<file path="config.mk">
export PLATFORM = sky130hd
export DESIGN_NAME = srcr_config_bank
export DESIGN_NICKNAME = d
export VERILOG_FILES = /design/src/rtl/srcr_pkg.sv /design/src/rtl/srcr_route_if.sv /design/src/rtl/srcr_config_bank.sv /design/src/rtl/srcr_read_port.sv /design/src/rtl/srcr_route_dec.sv
export VERILOG_INCLUDE_DIRS = /design/src /design/src/rtl
export SDC_FILE = /design/constraint.sdc
export NUM_CORES = 1
export LEC_CHECK = 0
export ABC_CLOCK_PERIOD_IN_PS = 4070
export BUFFER_PORTS_ARGS = -buffer_cell sky130_fd_sc_hd__buf_4
export CORE_ASPECT_RATIO = 1.5
export CORE_UTILIZATION = 50
export DETAILED_ROUTE_END_ITERATION = 12
export PLACE_DENSITY = 0.76
export SYNTH_ARGS = -nofsm -noshare
export SYNTH_HDL_FRONTEND = slang
export SYNTH_SLANG_ARGS = --single-unit
</file>
<file path="constraint.sdc">
create_clock -name CLK -period 4.07 [get_ports CLK]
set_input_delay 1.0175 -clock CLK [delete_from_list [all_inputs] [get_ports CLK]]
set_output_delay 1.0175 -clock CLK [all_outputs]
set_load 0.02 [all_outputs]
</file>
<file path="src/rtl/srcr_defines.svh">
// Register map, field positions and reset values of the route configuration bank
`ifndef SRCR_DEFINES_SVH
`define SRCR_DEFINES_SVH
`define SRCR_OFF_FAST_MODES 8'h00
`define SRCR_OFF_SIDE_MODES 8'h01
`define SRCR_OFF_RX_SET 8'h10
`define SRCR_OFF_TERM_AB 8'h11
`define SRCR_OFF_TERM_CD 8'h12
`define SRCR_OFF_EQ_AB 8'h13
`define SRCR_OFF_EQ_CD 8'h14
`define SRCR_OFF_TX_SET 8'h20
`define SRCR_RST_MODES 8'h40
`define SRCR_RST_RX_SET 8'h01
`define SRCR_RST_TERM 8'h00
`define SRCR_RST_EQ 8'h00
`define SRCR_RST_TX_SET 8'h03
`define SRCR_RST_SEL 16'h3210
`define SRCR_BIT_EN 6
`define SRCR_BUNDLE_HI 5
`define SRCR_BUNDLE_LO 4
`define SRCR_SRC_HI 3
`define SRCR_SRC_LO 0
`define SRCR_BIT_TERM_ON 0
`define SRCR_PREEMPH_LEVEL_HI 3
`define SRCR_PREEMPH_LEVEL_LO 2
`define SRCR_BIT_OUT_TERM 1
`define SRCR_BIT_OUT_CUR 0
`define SRCR_BUNDLE_ILLEGAL 2'h3
`define SRCR_READ_LAT 1
`endif

</file>
<file path="src/rtl/srcr_pkg.sv">
// Types shared by the route configuration bank
package srcr_pkg;
  typedef enum logic [1:0] {
    SRCR_QUAD = 2'h0,
    SRCR_DUAL = 2'h1,
    SRCR_SINGLE = 2'h2
  } srcr_bundle_t;
  typedef struct packed {
    logic [7:0] rdata_reg;
    logic rvalid_reg;
  } srcr_rd_state_t;
endpackage

</file>
<file path="src/rtl/srcr_route_if.sv">
// Route selection carried from the bank to the route decoder, decoded channel picks carried back
`timescale 1ns/1ps
interface srcr_route_if;
  logic enable;
  logic [1:0] bundle;
  logic [3:0] source;
  logic [3:0][3:0] pick;
  modport cfg (output enable, output bundle, output source, input pick);
  modport dec (input enable, input bundle, input source, output pick);
endinterface

</file>
<file path="src/rtl/srcr_config_bank.sv">
// Switch route configuration register bank with decoded route outputs
// Functional notes
// RQ1 - Fast enable 0: channels off, standby
// RQ2 - Fast bundle 00 quad, 01 dual, 10 single
// RQ3 - Fast bundle write 11 ignored, field held
// RQ4 - Quad: low select bits pick source
// RQ5 - Dual: bits 2:1 source, bit0 pair
// RQ6 - Single: four bits pick one channel
// RQ7 - Side enable 0 breaks all side connections
// RQ8 - Side bundle 11 illegal, field held
// RQ9 - Side quad: low bits pick source
// RQ10 - Input termination bit 0 switches off
// RQ11 - Reset loads defaults, routes follow immediately
`timescale 1ns/1ps
`include "srcr_defines.svh"
module srcr_config_bank (
  input wire logic CLK, // 40 MHz clock
  input wire logic RST, // Async reset, active high
  input wire logic CE, // Clock enable
  input wire logic WR, // Register write strobe
  input wire logic RD, // Register read strobe
  input wire logic [7:0] ADDR, // Register offset
  input wire logic [7:0] WDATA, // Write data
  output logic [7:0] RDATA, // Read data
  output logic RVALID, // Read data valid, one cycle after RD
  output logic FAST_PATH_ON, // Fast channels active
  output logic STANDBY, // Low power standby
  output logic [1:0] FAST_BUNDLE, // Fast bundle mode
  output logic [15:0] FAST_OUT_SEL, // Channel index per output, 4 bits each
  output logic SIDE_ON, // Side switch connected
  output logic [1:0] SIDE_BUNDLE, // Side bundle mode
  output logic [15:0] SIDE_OUT_SEL, // Side channel index per common line
  output logic IN_TERM_ON, // Input termination on
  output logic [15:0] TERM_PULSE_SEL, // Per channel termination pulse
  output logic [15:0] EQ_LEVEL_SEL, // Equalizer levels
  output logic [1:0] PREEMPH_LEVEL, // Output pre-emphasis
  output logic OUT_TERM_SEL, // Output termination select
  output logic OUT_CURRENT_SEL // Output current level
);
  typedef struct packed {
    logic [7:0] fast_modes_reg;
    logic [7:0] side_modes_reg;
    logic [7:0] rx_set_reg;
    logic [7:0] term_ab_reg;
    logic [7:0] term_cd_reg;
    logic [7:0] eq_ab_reg;
    logic [7:0] eq_cd_reg;
    logic [7:0] tx_set_reg;
    logic [15:0] fast_sel_reg;
    logic [15:0] side_sel_reg;
  } srcr_state_t;

  srcr_state_t st_reg, st_next;
  logic [7:0] rd_mux;
  srcr_route_if fast_rt ();
  srcr_route_if side_rt ();

  ////////////////////////////////////////////////////////////////////////////
  // Route decoders
  assign fast_rt.enable = st_next.fast_modes_reg[`SRCR_BIT_EN];
  assign fast_rt.bundle = st_next.fast_modes_reg[`SRCR_BUNDLE_HI:`SRCR_BUNDLE_LO];
  assign fast_rt.source = st_next.fast_modes_reg[`SRCR_SRC_HI:`SRCR_SRC_LO];
  assign side_rt.enable = st_next.side_modes_reg[`SRCR_BIT_EN];
  assign side_rt.bundle = st_next.side_modes_reg[`SRCR_BUNDLE_HI:`SRCR_BUNDLE_LO];
  assign side_rt.source = st_next.side_modes_reg[`SRCR_SRC_HI:`SRCR_SRC_LO];

  srcr_route_dec u_fast_dec (
    .rt(fast_rt.dec)
  );
  srcr_route_dec u_side_dec (
    .rt(side_rt.dec)
  );

  ////////////////////////////////////////////////////////////////////////////
  // Register writes
  always_comb begin
    st_next = st_reg;
    if (WR) begin
      unique case (ADDR)
        `SRCR_OFF_FAST_MODES: begin
          st_next.fast_modes_reg = {1'b0, WDATA[6:0]};
          if (WDATA[`SRCR_BUNDLE_HI:`SRCR_BUNDLE_LO] == `SRCR_BUNDLE_ILLEGAL) begin
            // Illegal bundle code: keep prior field only
            st_next.fast_modes_reg[`SRCR_BUNDLE_HI:`SRCR_BUNDLE_LO] =
              st_reg.fast_modes_reg[`SRCR_BUNDLE_HI:`SRCR_BUNDLE_LO]; // RQ3
          end
        end
        `SRCR_OFF_SIDE_MODES: begin
          st_next.side_modes_reg = {1'b0, WDATA[6:0]};
          if (WDATA[`SRCR_BUNDLE_HI:`SRCR_BUNDLE_LO] == `SRCR_BUNDLE_ILLEGAL) begin
            st_next.side_modes_reg[`SRCR_BUNDLE_HI:`SRCR_BUNDLE_LO] =
              st_reg.side_modes_reg[`SRCR_BUNDLE_HI:`SRCR_BUNDLE_LO]; // RQ8
          end
        end
        `SRCR_OFF_RX_SET: st_next.rx_set_reg = {7'h00, WDATA[`SRCR_BIT_TERM_ON]};
        `SRCR_OFF_TERM_AB: st_next.term_ab_reg = WDATA;
        `SRCR_OFF_TERM_CD: st_next.term_cd_reg = WDATA;
        `SRCR_OFF_EQ_AB: st_next.eq_ab_reg = WDATA;
        `SRCR_OFF_EQ_CD: st_next.eq_cd_reg = WDATA;
        `SRCR_OFF_TX_SET: st_next.tx_set_reg = {4'h0, WDATA[3:0]};
        default: begin
        end
      endcase
    end
    // Disabled switch drives no selection
    st_next.fast_sel_reg = fast_rt.enable ? fast_rt.pick : 16'h0000; // RQ1 RQ2
    st_next.side_sel_reg = side_rt.enable ? side_rt.pick : 16'h0000; // RQ7
  end

  always_ff @(posedge CLK or posedge RST) begin
    if (RST) begin
      // Defaults; selections match the default quad source A routing
      st_reg <= '{fast_modes_reg: `SRCR_RST_MODES, side_modes_reg: `SRCR_RST_MODES,
                  rx_set_reg: `SRCR_RST_RX_SET, term_ab_reg: `SRCR_RST_TERM,
                  term_cd_reg: `SRCR_RST_TERM, eq_ab_reg: `SRCR_RST_EQ,
                  eq_cd_reg: `SRCR_RST_EQ, tx_set_reg: `SRCR_RST_TX_SET,
                  fast_sel_reg: `SRCR_RST_SEL, side_sel_reg: `SRCR_RST_SEL}; // RQ11
    end else if (CE) begin
      st_reg <= st_next;
    end
  end

  ////////////////////////////////////////////////////////////////////////////
  // Read back
  always_comb begin
    unique case (ADDR)
      `SRCR_OFF_FAST_MODES: rd_mux = st_reg.fast_modes_reg;
      `SRCR_OFF_SIDE_MODES: rd_mux = st_reg.side_modes_reg;
      `SRCR_OFF_RX_SET: rd_mux = st_reg.rx_set_reg;
      `SRCR_OFF_TERM_AB: rd_mux = st_reg.term_ab_reg;
      `SRCR_OFF_TERM_CD: rd_mux = st_reg.term_cd_reg;
      `SRCR_OFF_EQ_AB: rd_mux = st_reg.eq_ab_reg;
      `SRCR_OFF_EQ_CD: rd_mux = st_reg.eq_cd_reg;
      `SRCR_OFF_TX_SET: rd_mux = st_reg.tx_set_reg;
      default: rd_mux = 8'h00;
    endcase
  end

  srcr_read_port u_rd (
    .clk(CLK),
    .rst(RST),
    .ce(CE),
    .rd(RD),
    .mux(rd_mux),
    .rdata(RDATA),
    .rvalid(RVALID)
  );

  ////////////////////////////////////////////////////////////////////////////
  // Outputs, all from flip-flops
  assign FAST_PATH_ON = st_reg.fast_modes_reg[`SRCR_BIT_EN]; // RQ1
  assign STANDBY = ~st_reg.fast_modes_reg[`SRCR_BIT_EN]; // RQ1
  assign FAST_BUNDLE = st_reg.fast_modes_reg[`SRCR_BUNDLE_HI:`SRCR_BUNDLE_LO]; // RQ2
  assign FAST_OUT_SEL = st_reg.fast_sel_reg;
  assign SIDE_ON = st_reg.side_modes_reg[`SRCR_BIT_EN]; // RQ7
  assign SIDE_BUNDLE = st_reg.side_modes_reg[`SRCR_BUNDLE_HI:`SRCR_BUNDLE_LO];
  assign SIDE_OUT_SEL = st_reg.side_sel_reg;
  assign IN_TERM_ON = st_reg.rx_set_reg[`SRCR_BIT_TERM_ON]; // RQ10
  // Pulse select taken straight from the term registers, not gated by termination on
  assign TERM_PULSE_SEL = {st_reg.term_cd_reg, st_reg.term_ab_reg};
  assign EQ_LEVEL_SEL = {st_reg.eq_cd_reg, st_reg.eq_ab_reg};
  assign PREEMPH_LEVEL = st_reg.tx_set_reg[`SRCR_PREEMPH_LEVEL_HI:`SRCR_PREEMPH_LEVEL_LO];
  assign OUT_TERM_SEL = st_reg.tx_set_reg[`SRCR_BIT_OUT_TERM];
  assign OUT_CURRENT_SEL = st_reg.tx_set_reg[`SRCR_BIT_OUT_CUR];
endmodule

</file>
<file path="src/rtl/srcr_read_port.sv">
// Registered read data stage of the configuration bank
`timescale 1ns/1ps
module srcr_read_port (
  input wire logic clk, // Clock
  input wire logic rst, // Async reset
  input wire logic ce, // Clock enable
  input wire logic rd, // Read strobe
  input wire logic [7:0] mux, // Selected register value
  output logic [7:0] rdata, // Read data
  output logic rvalid // Read data valid
);
  srcr_pkg::srcr_rd_state_t s_reg, s_next;
  always_comb begin
    s_next = s_reg;
    s_next.rvalid_reg = rd;
    if (rd) begin
      s_next.rdata_reg = mux;
    end
  end
  always_ff @(posedge clk or posedge rst) begin
    if (rst) begin
      s_reg <= '0;
    end else if (ce) begin
      s_reg <= s_next;
    end
  end
  assign rdata = s_reg.rdata_reg;
  assign rvalid = s_reg.rvalid_reg;
endmodule

</file>
<file path="src/rtl/srcr_route_dec.sv">
// Route decoder: bundle mode and source select to per-output channel index
`timescale 1ns/1ps
`include "srcr_defines.svh"
module srcr_route_dec (
  srcr_route_if.dec rt // Route selection
);
  always_comb begin
    for (int o = 0; o < 4; o++) begin
      unique case (rt.bundle)
        srcr_pkg::SRCR_DUAL: begin
          // Pair: even channel to outputs 1:0, odd to 3:2
          rt.pick[o] = {rt.source[2:1], rt.source[0], o[1]}; // RQ5
        end
        srcr_pkg::SRCR_SINGLE: begin
          rt.pick[o] = rt.source; // RQ6
        end
        default: begin
          // Quad and held codes: low two source bits, channel o to output o
          rt.pick[o] = {rt.source[1:0], o[1:0]}; // RQ4 RQ9
        end
      endcase
    end
  end
endmodule

</file>
Yosys cells after proc, flatten, opt, wreduce, memory -nomap -nowiden. Cells that the tools add are included.

Eq/ne operators: 12. Muxes and demuxes: 22. Bitwise gates (word level): 1. Reduce and logical (&&, ||, !) cells: 8.

Operator list (count): 4-bit one-hot mux with 2 select lines (8); 8-bit one-hot mux with 8 select lines (1); 63-bit 2-to-1 mux (1); 8-bit by 5-bit equality test with 1-bit output, second input constant (5); 16-bit 2-to-1 mux (2); 8-bit 2-to-1 mux (4); 3-bit AND reduction (6); 7-bit 2-to-1 mux (2); 8-bit by 1-bit equality test with 1-bit output, second input constant (1); 8-bit by 6-bit equality test with 1-bit output, second input constant (1); 8-bit logical NOT (1); 2-bit equality test, second input constant (3); 2-bit by 1-bit equality test with 1-bit output, second input constant (2); 2-bit 2-to-1 mux (2); 4-bit 2-to-1 mux (1); 2-bit AND reduction (1); 1-bit 2-to-1 mux (1); 1-bit inverter (1).

Register bits: 92. Input bits: 21.

Longest topological paths before layout.
Word-level depth: 7. Gate-level depth with buffers: 12.

By module. Synthesis repeated with hierarchy kept, for this count alone.

Cells, all modules: 463. Area, all modules: 5230.0 um2.

Modules (own cells, without submodules): srcr_config_bank (times used 1, cells an instance 386, area an instance 4533.1 um2, sequential area each 2093.3 um2); srcr_route_dec (times used 2, cells an instance 28, area an instance 178.9 um2, sequential area each 0.0 um2); srcr_read_port (times used 1, cells an instance 21, area an instance 339.1 um2, sequential area each 225.2 um2).

Worst setup path before layout. OpenSTA, ideal clock, no wires.

Path kind: input to register. From: in ADDR[5]. To: reg st_reg, in the netlist SIDE_OUT_SEL[0]. Library setup time: 0.101 ns. Arrival time: 2.939 ns. Required time: 3.969 ns. Setup slack: 1.030 ns. Stages: 8. Path buffers: 2. Cells stage by stage: buf_4 nor4_4 nand3_1 buf_4 o22a_1 ha_1 or2_1 o32ai_1.

Longest elaborated chain between the ends: 6.

RTL lines: start, declared (RTL line srcr_config_bank.sv:22) `input wire logic [7:0] ADDR,`; 8-bit by 1-bit equality test with 1-bit output * (RTL line srcr_config_bank.sv:79) `unique case (ADDR)`; 7-bit 2-to-1 mux * (RTL line srcr_config_bank.sv:79); 63-bit 2-to-1 mux * (RTL line srcr_config_bank.sv:78) `if (WR) begin`; via side_rt.bundle[0] (RTL line srcr_route_if.sv:5) `logic [1:0] bundle;`; 2-bit equality test or 2-bit by 1-bit equality test with 1-bit output (tied branches) (RTL line srcr_route_dec.sv:9) `unique case (rt.bundle)`; 4-bit one-hot mux with 2 select lines * (RTL line srcr_route_dec.sv:9); 16-bit 2-to-1 mux * (RTL line srcr_config_bank.sv:107) `st_next.side_sel_reg = side_rt.enable ? side_rt.pick : 16'h0000;`; end signal, assigned (RTL line srcr_config_bank.sv:113) `` st_reg <= '{fast_modes_reg: `SRCR_RST_MODES, side_modes_reg: `SRCR_RST_MODES, ``; end signal, assigned (RTL line srcr_config_bank.sv:119) `st_reg <= st_next;`; end, declared (RTL line srcr_config_bank.sv:53) `srcr_state_t st_reg, st_next;`.

The timed path passes the listed nets; every way through them passes the cells marked *. A chain may end at the register's enable or synchronous reset.

Final worst setup path.
From: in ADDR[1]. To: reg st_reg, in the netlist SIDE_OUT_SEL[0].

The elaborated chain is that of the path after synthesis.

==> run summary <==
outcome -> completed
Yosys reg bits -> 76
routed vias/inst -> 5.80
CTS sink count -> 76
top cells by area, synth -> dfrtp_1, mux2_2, buf_4
Final min period -> 3.37 ns
worst path bufs/invs -> 1
DRC viols -> 0
Total Power -> 1940 uW
critical path peak fanout -> 11
worst-skew pair later-pin latency -> 0.34 ns
Final Net Count -> 464
die span in y -> 117 um
final WL -> 10.3 mm
TNS Setup -> 0 ns
total grt overflow -> 0
Mean Syn Cell Area -> 10.8 um^2
pin count of the biggest net entering global routing -> 41
min-delay worst type -> register to register
post-CTS setup buffers -> 0
Synth async-reset ratio -> 100%
data required time of the worst path -> 4.31 ns
IO Port Bufs -> 105
CTS buffer count -> 9
ANT nets after route -> 0
Vias -> 3198
area share of the largest cell type after synthesis -> 37.2%
CP max stage cell -> nor4b_1
Avg WL per Cell -> 18.7 um
Yosys cell types -> 51
first-pass GRT wire length -> 16.6 mm
reg2reg setup slack -> 2.37 ns
Resize count post-CTS -> 0
Core ar. -> 8460 um^2
RSZ-0062 raised after global routing -> false
gr usage total -> 24.1%
Yosys warning total -> 0
Max clock buf depth -> 2
die area -> 9130 um^2
CTS Root Cell -> clkbuf_16
Area growth, synth to finish -> 14.9%
CP peak stage delay -> 0.55 ns
Crit. End Element -> register
Netlist Area Pre-Place -> 4370 um^2
CP Launch Type -> primary input
fraction of layout instances using a drive strength above 1 -> 44.4%
initial core utilization -> 51.6%
worst rel slew slack -> 42.6%
Final period util -> 82.9%
static leakage -> 0.00247 uW
cell row count -> 41
Max-cap violations -> 0
H-Tree Depth -> 3
fmax -> 297 MHz
final hold viol count -> 0
critical path's top delay family -> simple AND/OR/NAND/NOR gates
CTS tree -> done
final setup vio count -> 0
vias in the first global route -> 3299
first drt pass iteration count -> 7
Mapped Cells -> 406
Clk pin slew, worst setup/hold paths -> 0.06 ns
crit-path cells -> buf_4 > nor4b_1 > nand3_1 > o22a_1 > ha_1 > or2_1 > o32ai_1
Post-synth EDFFs -> 0
Pwr Density -> 387 nW/um^2
critical path type -> primary input to register
sequential-to-total area share from yosys stat -> 43.8%
Post-DP HPWL -> 7.52 mm
initial antenna violation count -> 0
post-cts hold buffer count -> 0
area leader, netlist -> dfrtp_1
Worst EP arrival -> 3.61 ns
I/O pins -> 106
Post-Route Skew -> 0.00906 ns
die width -> 78.3 um
Iteration-0 DRC Markers -> 221
Syn Nets -> 431
maximum vdd drop -> 0.331 mV
pins over their slew limit -> 0
Tightest Pin Transition -> 0.860 ns
GP Congestion -> 0.861
Inserted Diodes -> 0
Main synth FF type -> dfrtp_1
filler cell count -> 731
==> through the flow <==
stage / hold WS, ns / area, um^2 / setup slack (ns) / cells / utilization [%]
floorplan: 0.456 / 4370 / 1.03 / 406 / -
global route: 0.509 / 5020 / 0.542 / 551 / 59.3
detailed placement: 0.473 / 4720 / 0.489 / 535 / 55.8
global placement: 0.468 / 4720 / 0.537 / 535 / 55.8
CTS: 0.482 / 5020 / 0.777 / 551 / 59.3
finish: 0.476 / 5020 / 0.698 / 551 / 59.3
==> synthesized netlist by cell type (4+ instances only) <==
cell type and n:
buf_4 72, dfrtp_1 65, mux2_2 51, inv_1 25
nand2_1 21, nor2_1 17, o22ai_1 17, mux2i_1 14
dfstp_2 11, o21ai_0 11, a21oi_1 10, a22oi_1 9
clkbuf_1 7, nor2b_1 7, o221ai_1 6, a221oi_1 5
a211oi_1 4, ha_1 4, nand3_1 4
==> final cells by class <==
class / instances / area (um^2) / area share, %
flip-flops and latches: 76 / 1920 / 38.1
multi-input cells: 220 / 1760 / 35.1
repair buffers: 107 / 816 / 16.2
clock buffers: 11 / 253 / 5.03
well taps: 107 / 134 / 2.67
inverters: 25 / 93.8 / 1.87
clock inverters: 5 / 50.0 / 0.997
==> cell usage in the layout (no fill, tap or decap), types with 2 or more instances in the layout <==
master | synthesis | routed
a21oi_1 | 10 | 10
dfstp_2 | 11 | 11
clkinv_2 | 0 | 4
a211oi_1 | 4 | 4
dfrtp_1 | 65 | 65
nand3_1 | 4 | 4
buf_4 | 72 | 106
a221oi_1 | 5 | 5
ha_1 | 4 | 4
nand2b_1 | 2 | 2
o21a_1 | 3 | 3
nand2_1 | 21 | 21
nand3_2 | 2 | 2
nor4_4 | 2 | 2
o21ai_0 | 11 | 11
inv_1 | 25 | 24
a22oi_1 | 9 | 9
nand4_1 | 3 | 3
mux2i_1 | 14 | 14
o221ai_1 | 6 | 6
mux2_2 | 51 | 51
nor2_1 | 17 | 17
clkbuf_8 | 0 | 2
nor2b_1 | 7 | 7
a22o_1 | 2 | 2
o22ai_1 | 17 | 17
and2_1 | 3 | 3
mux2_4 | 2 | 2
clkbuf_16 | 0 | 9
==> final timing paths <==
| path | startpoint | end | cells past startpoint |
|---|---|---|---|
| setup / recovery | ADDR[1] | SIDE_OUT_SEL[0]$_DFFE_PP0P_ | 7 |
| setup reg to reg | FAST_BUNDLE[1]$_DFFE_PP0P_ | FAST_OUT_SEL[13]$_DFFE_PP1P_ | 7 |
| hold reg to reg | FAST_OUT_SEL[12]$_DFFE_PP1P_ | FAST_OUT_SEL[12]$_DFFE_PP1P_ | 2 |
| max in group asynchronous | RST | OUT_CURRENT_SEL$_DFFE_PP1P_ | 3 |
| min in group asynchronous | RST | st_reg[91]$_DFFE_PP0P_ | 2 |
| hold / removal | FAST_OUT_SEL[12]$_DFFE_PP1P_ | FAST_OUT_SEL[12]$_DFFE_PP1P_ | 2 |
==> power breakdown <==
part	internal [uW]	switching, uW
Sequential	801	31.8
Clock	503	302
Combinational	124	180
==> routing by layer <==
layer  share of wire [%]  vias to the layer above  routed length, um  GRT usage, %
met5                   0                        -                  0             0
met4                 2.4                        0                250          12.7
met3                 5.7                       25                584          5.70
met2                  54                      145               5560          42.0
met1                  38                     1584               3910          27.5
li1                    -                     1444                  -             -
==> logic make-up after synthesis <==
| kind of cell | count (synthesis) | synth area share [%] |
|---|---|---|
| adder cells (fa/ha/maj) | 4 | 1.15 |
| AND/OR/NAND/NOR | 72 | 9.85 |
| multiplexers | 67 | 17.0 |
| buffers and inverters | 110 | 15.9 |
| AO/OA/AOI/OAI | 77 | 12.3 |
| flip-flops | 76 | 43.8 |
==> worst min-delay path, cell delays in order, from the launching register on <==
cell	delay [ns]
dfstp_2	0.36
inv_1	0.04
o22ai_1	0.06
Power figures use the tool's default switching activity.
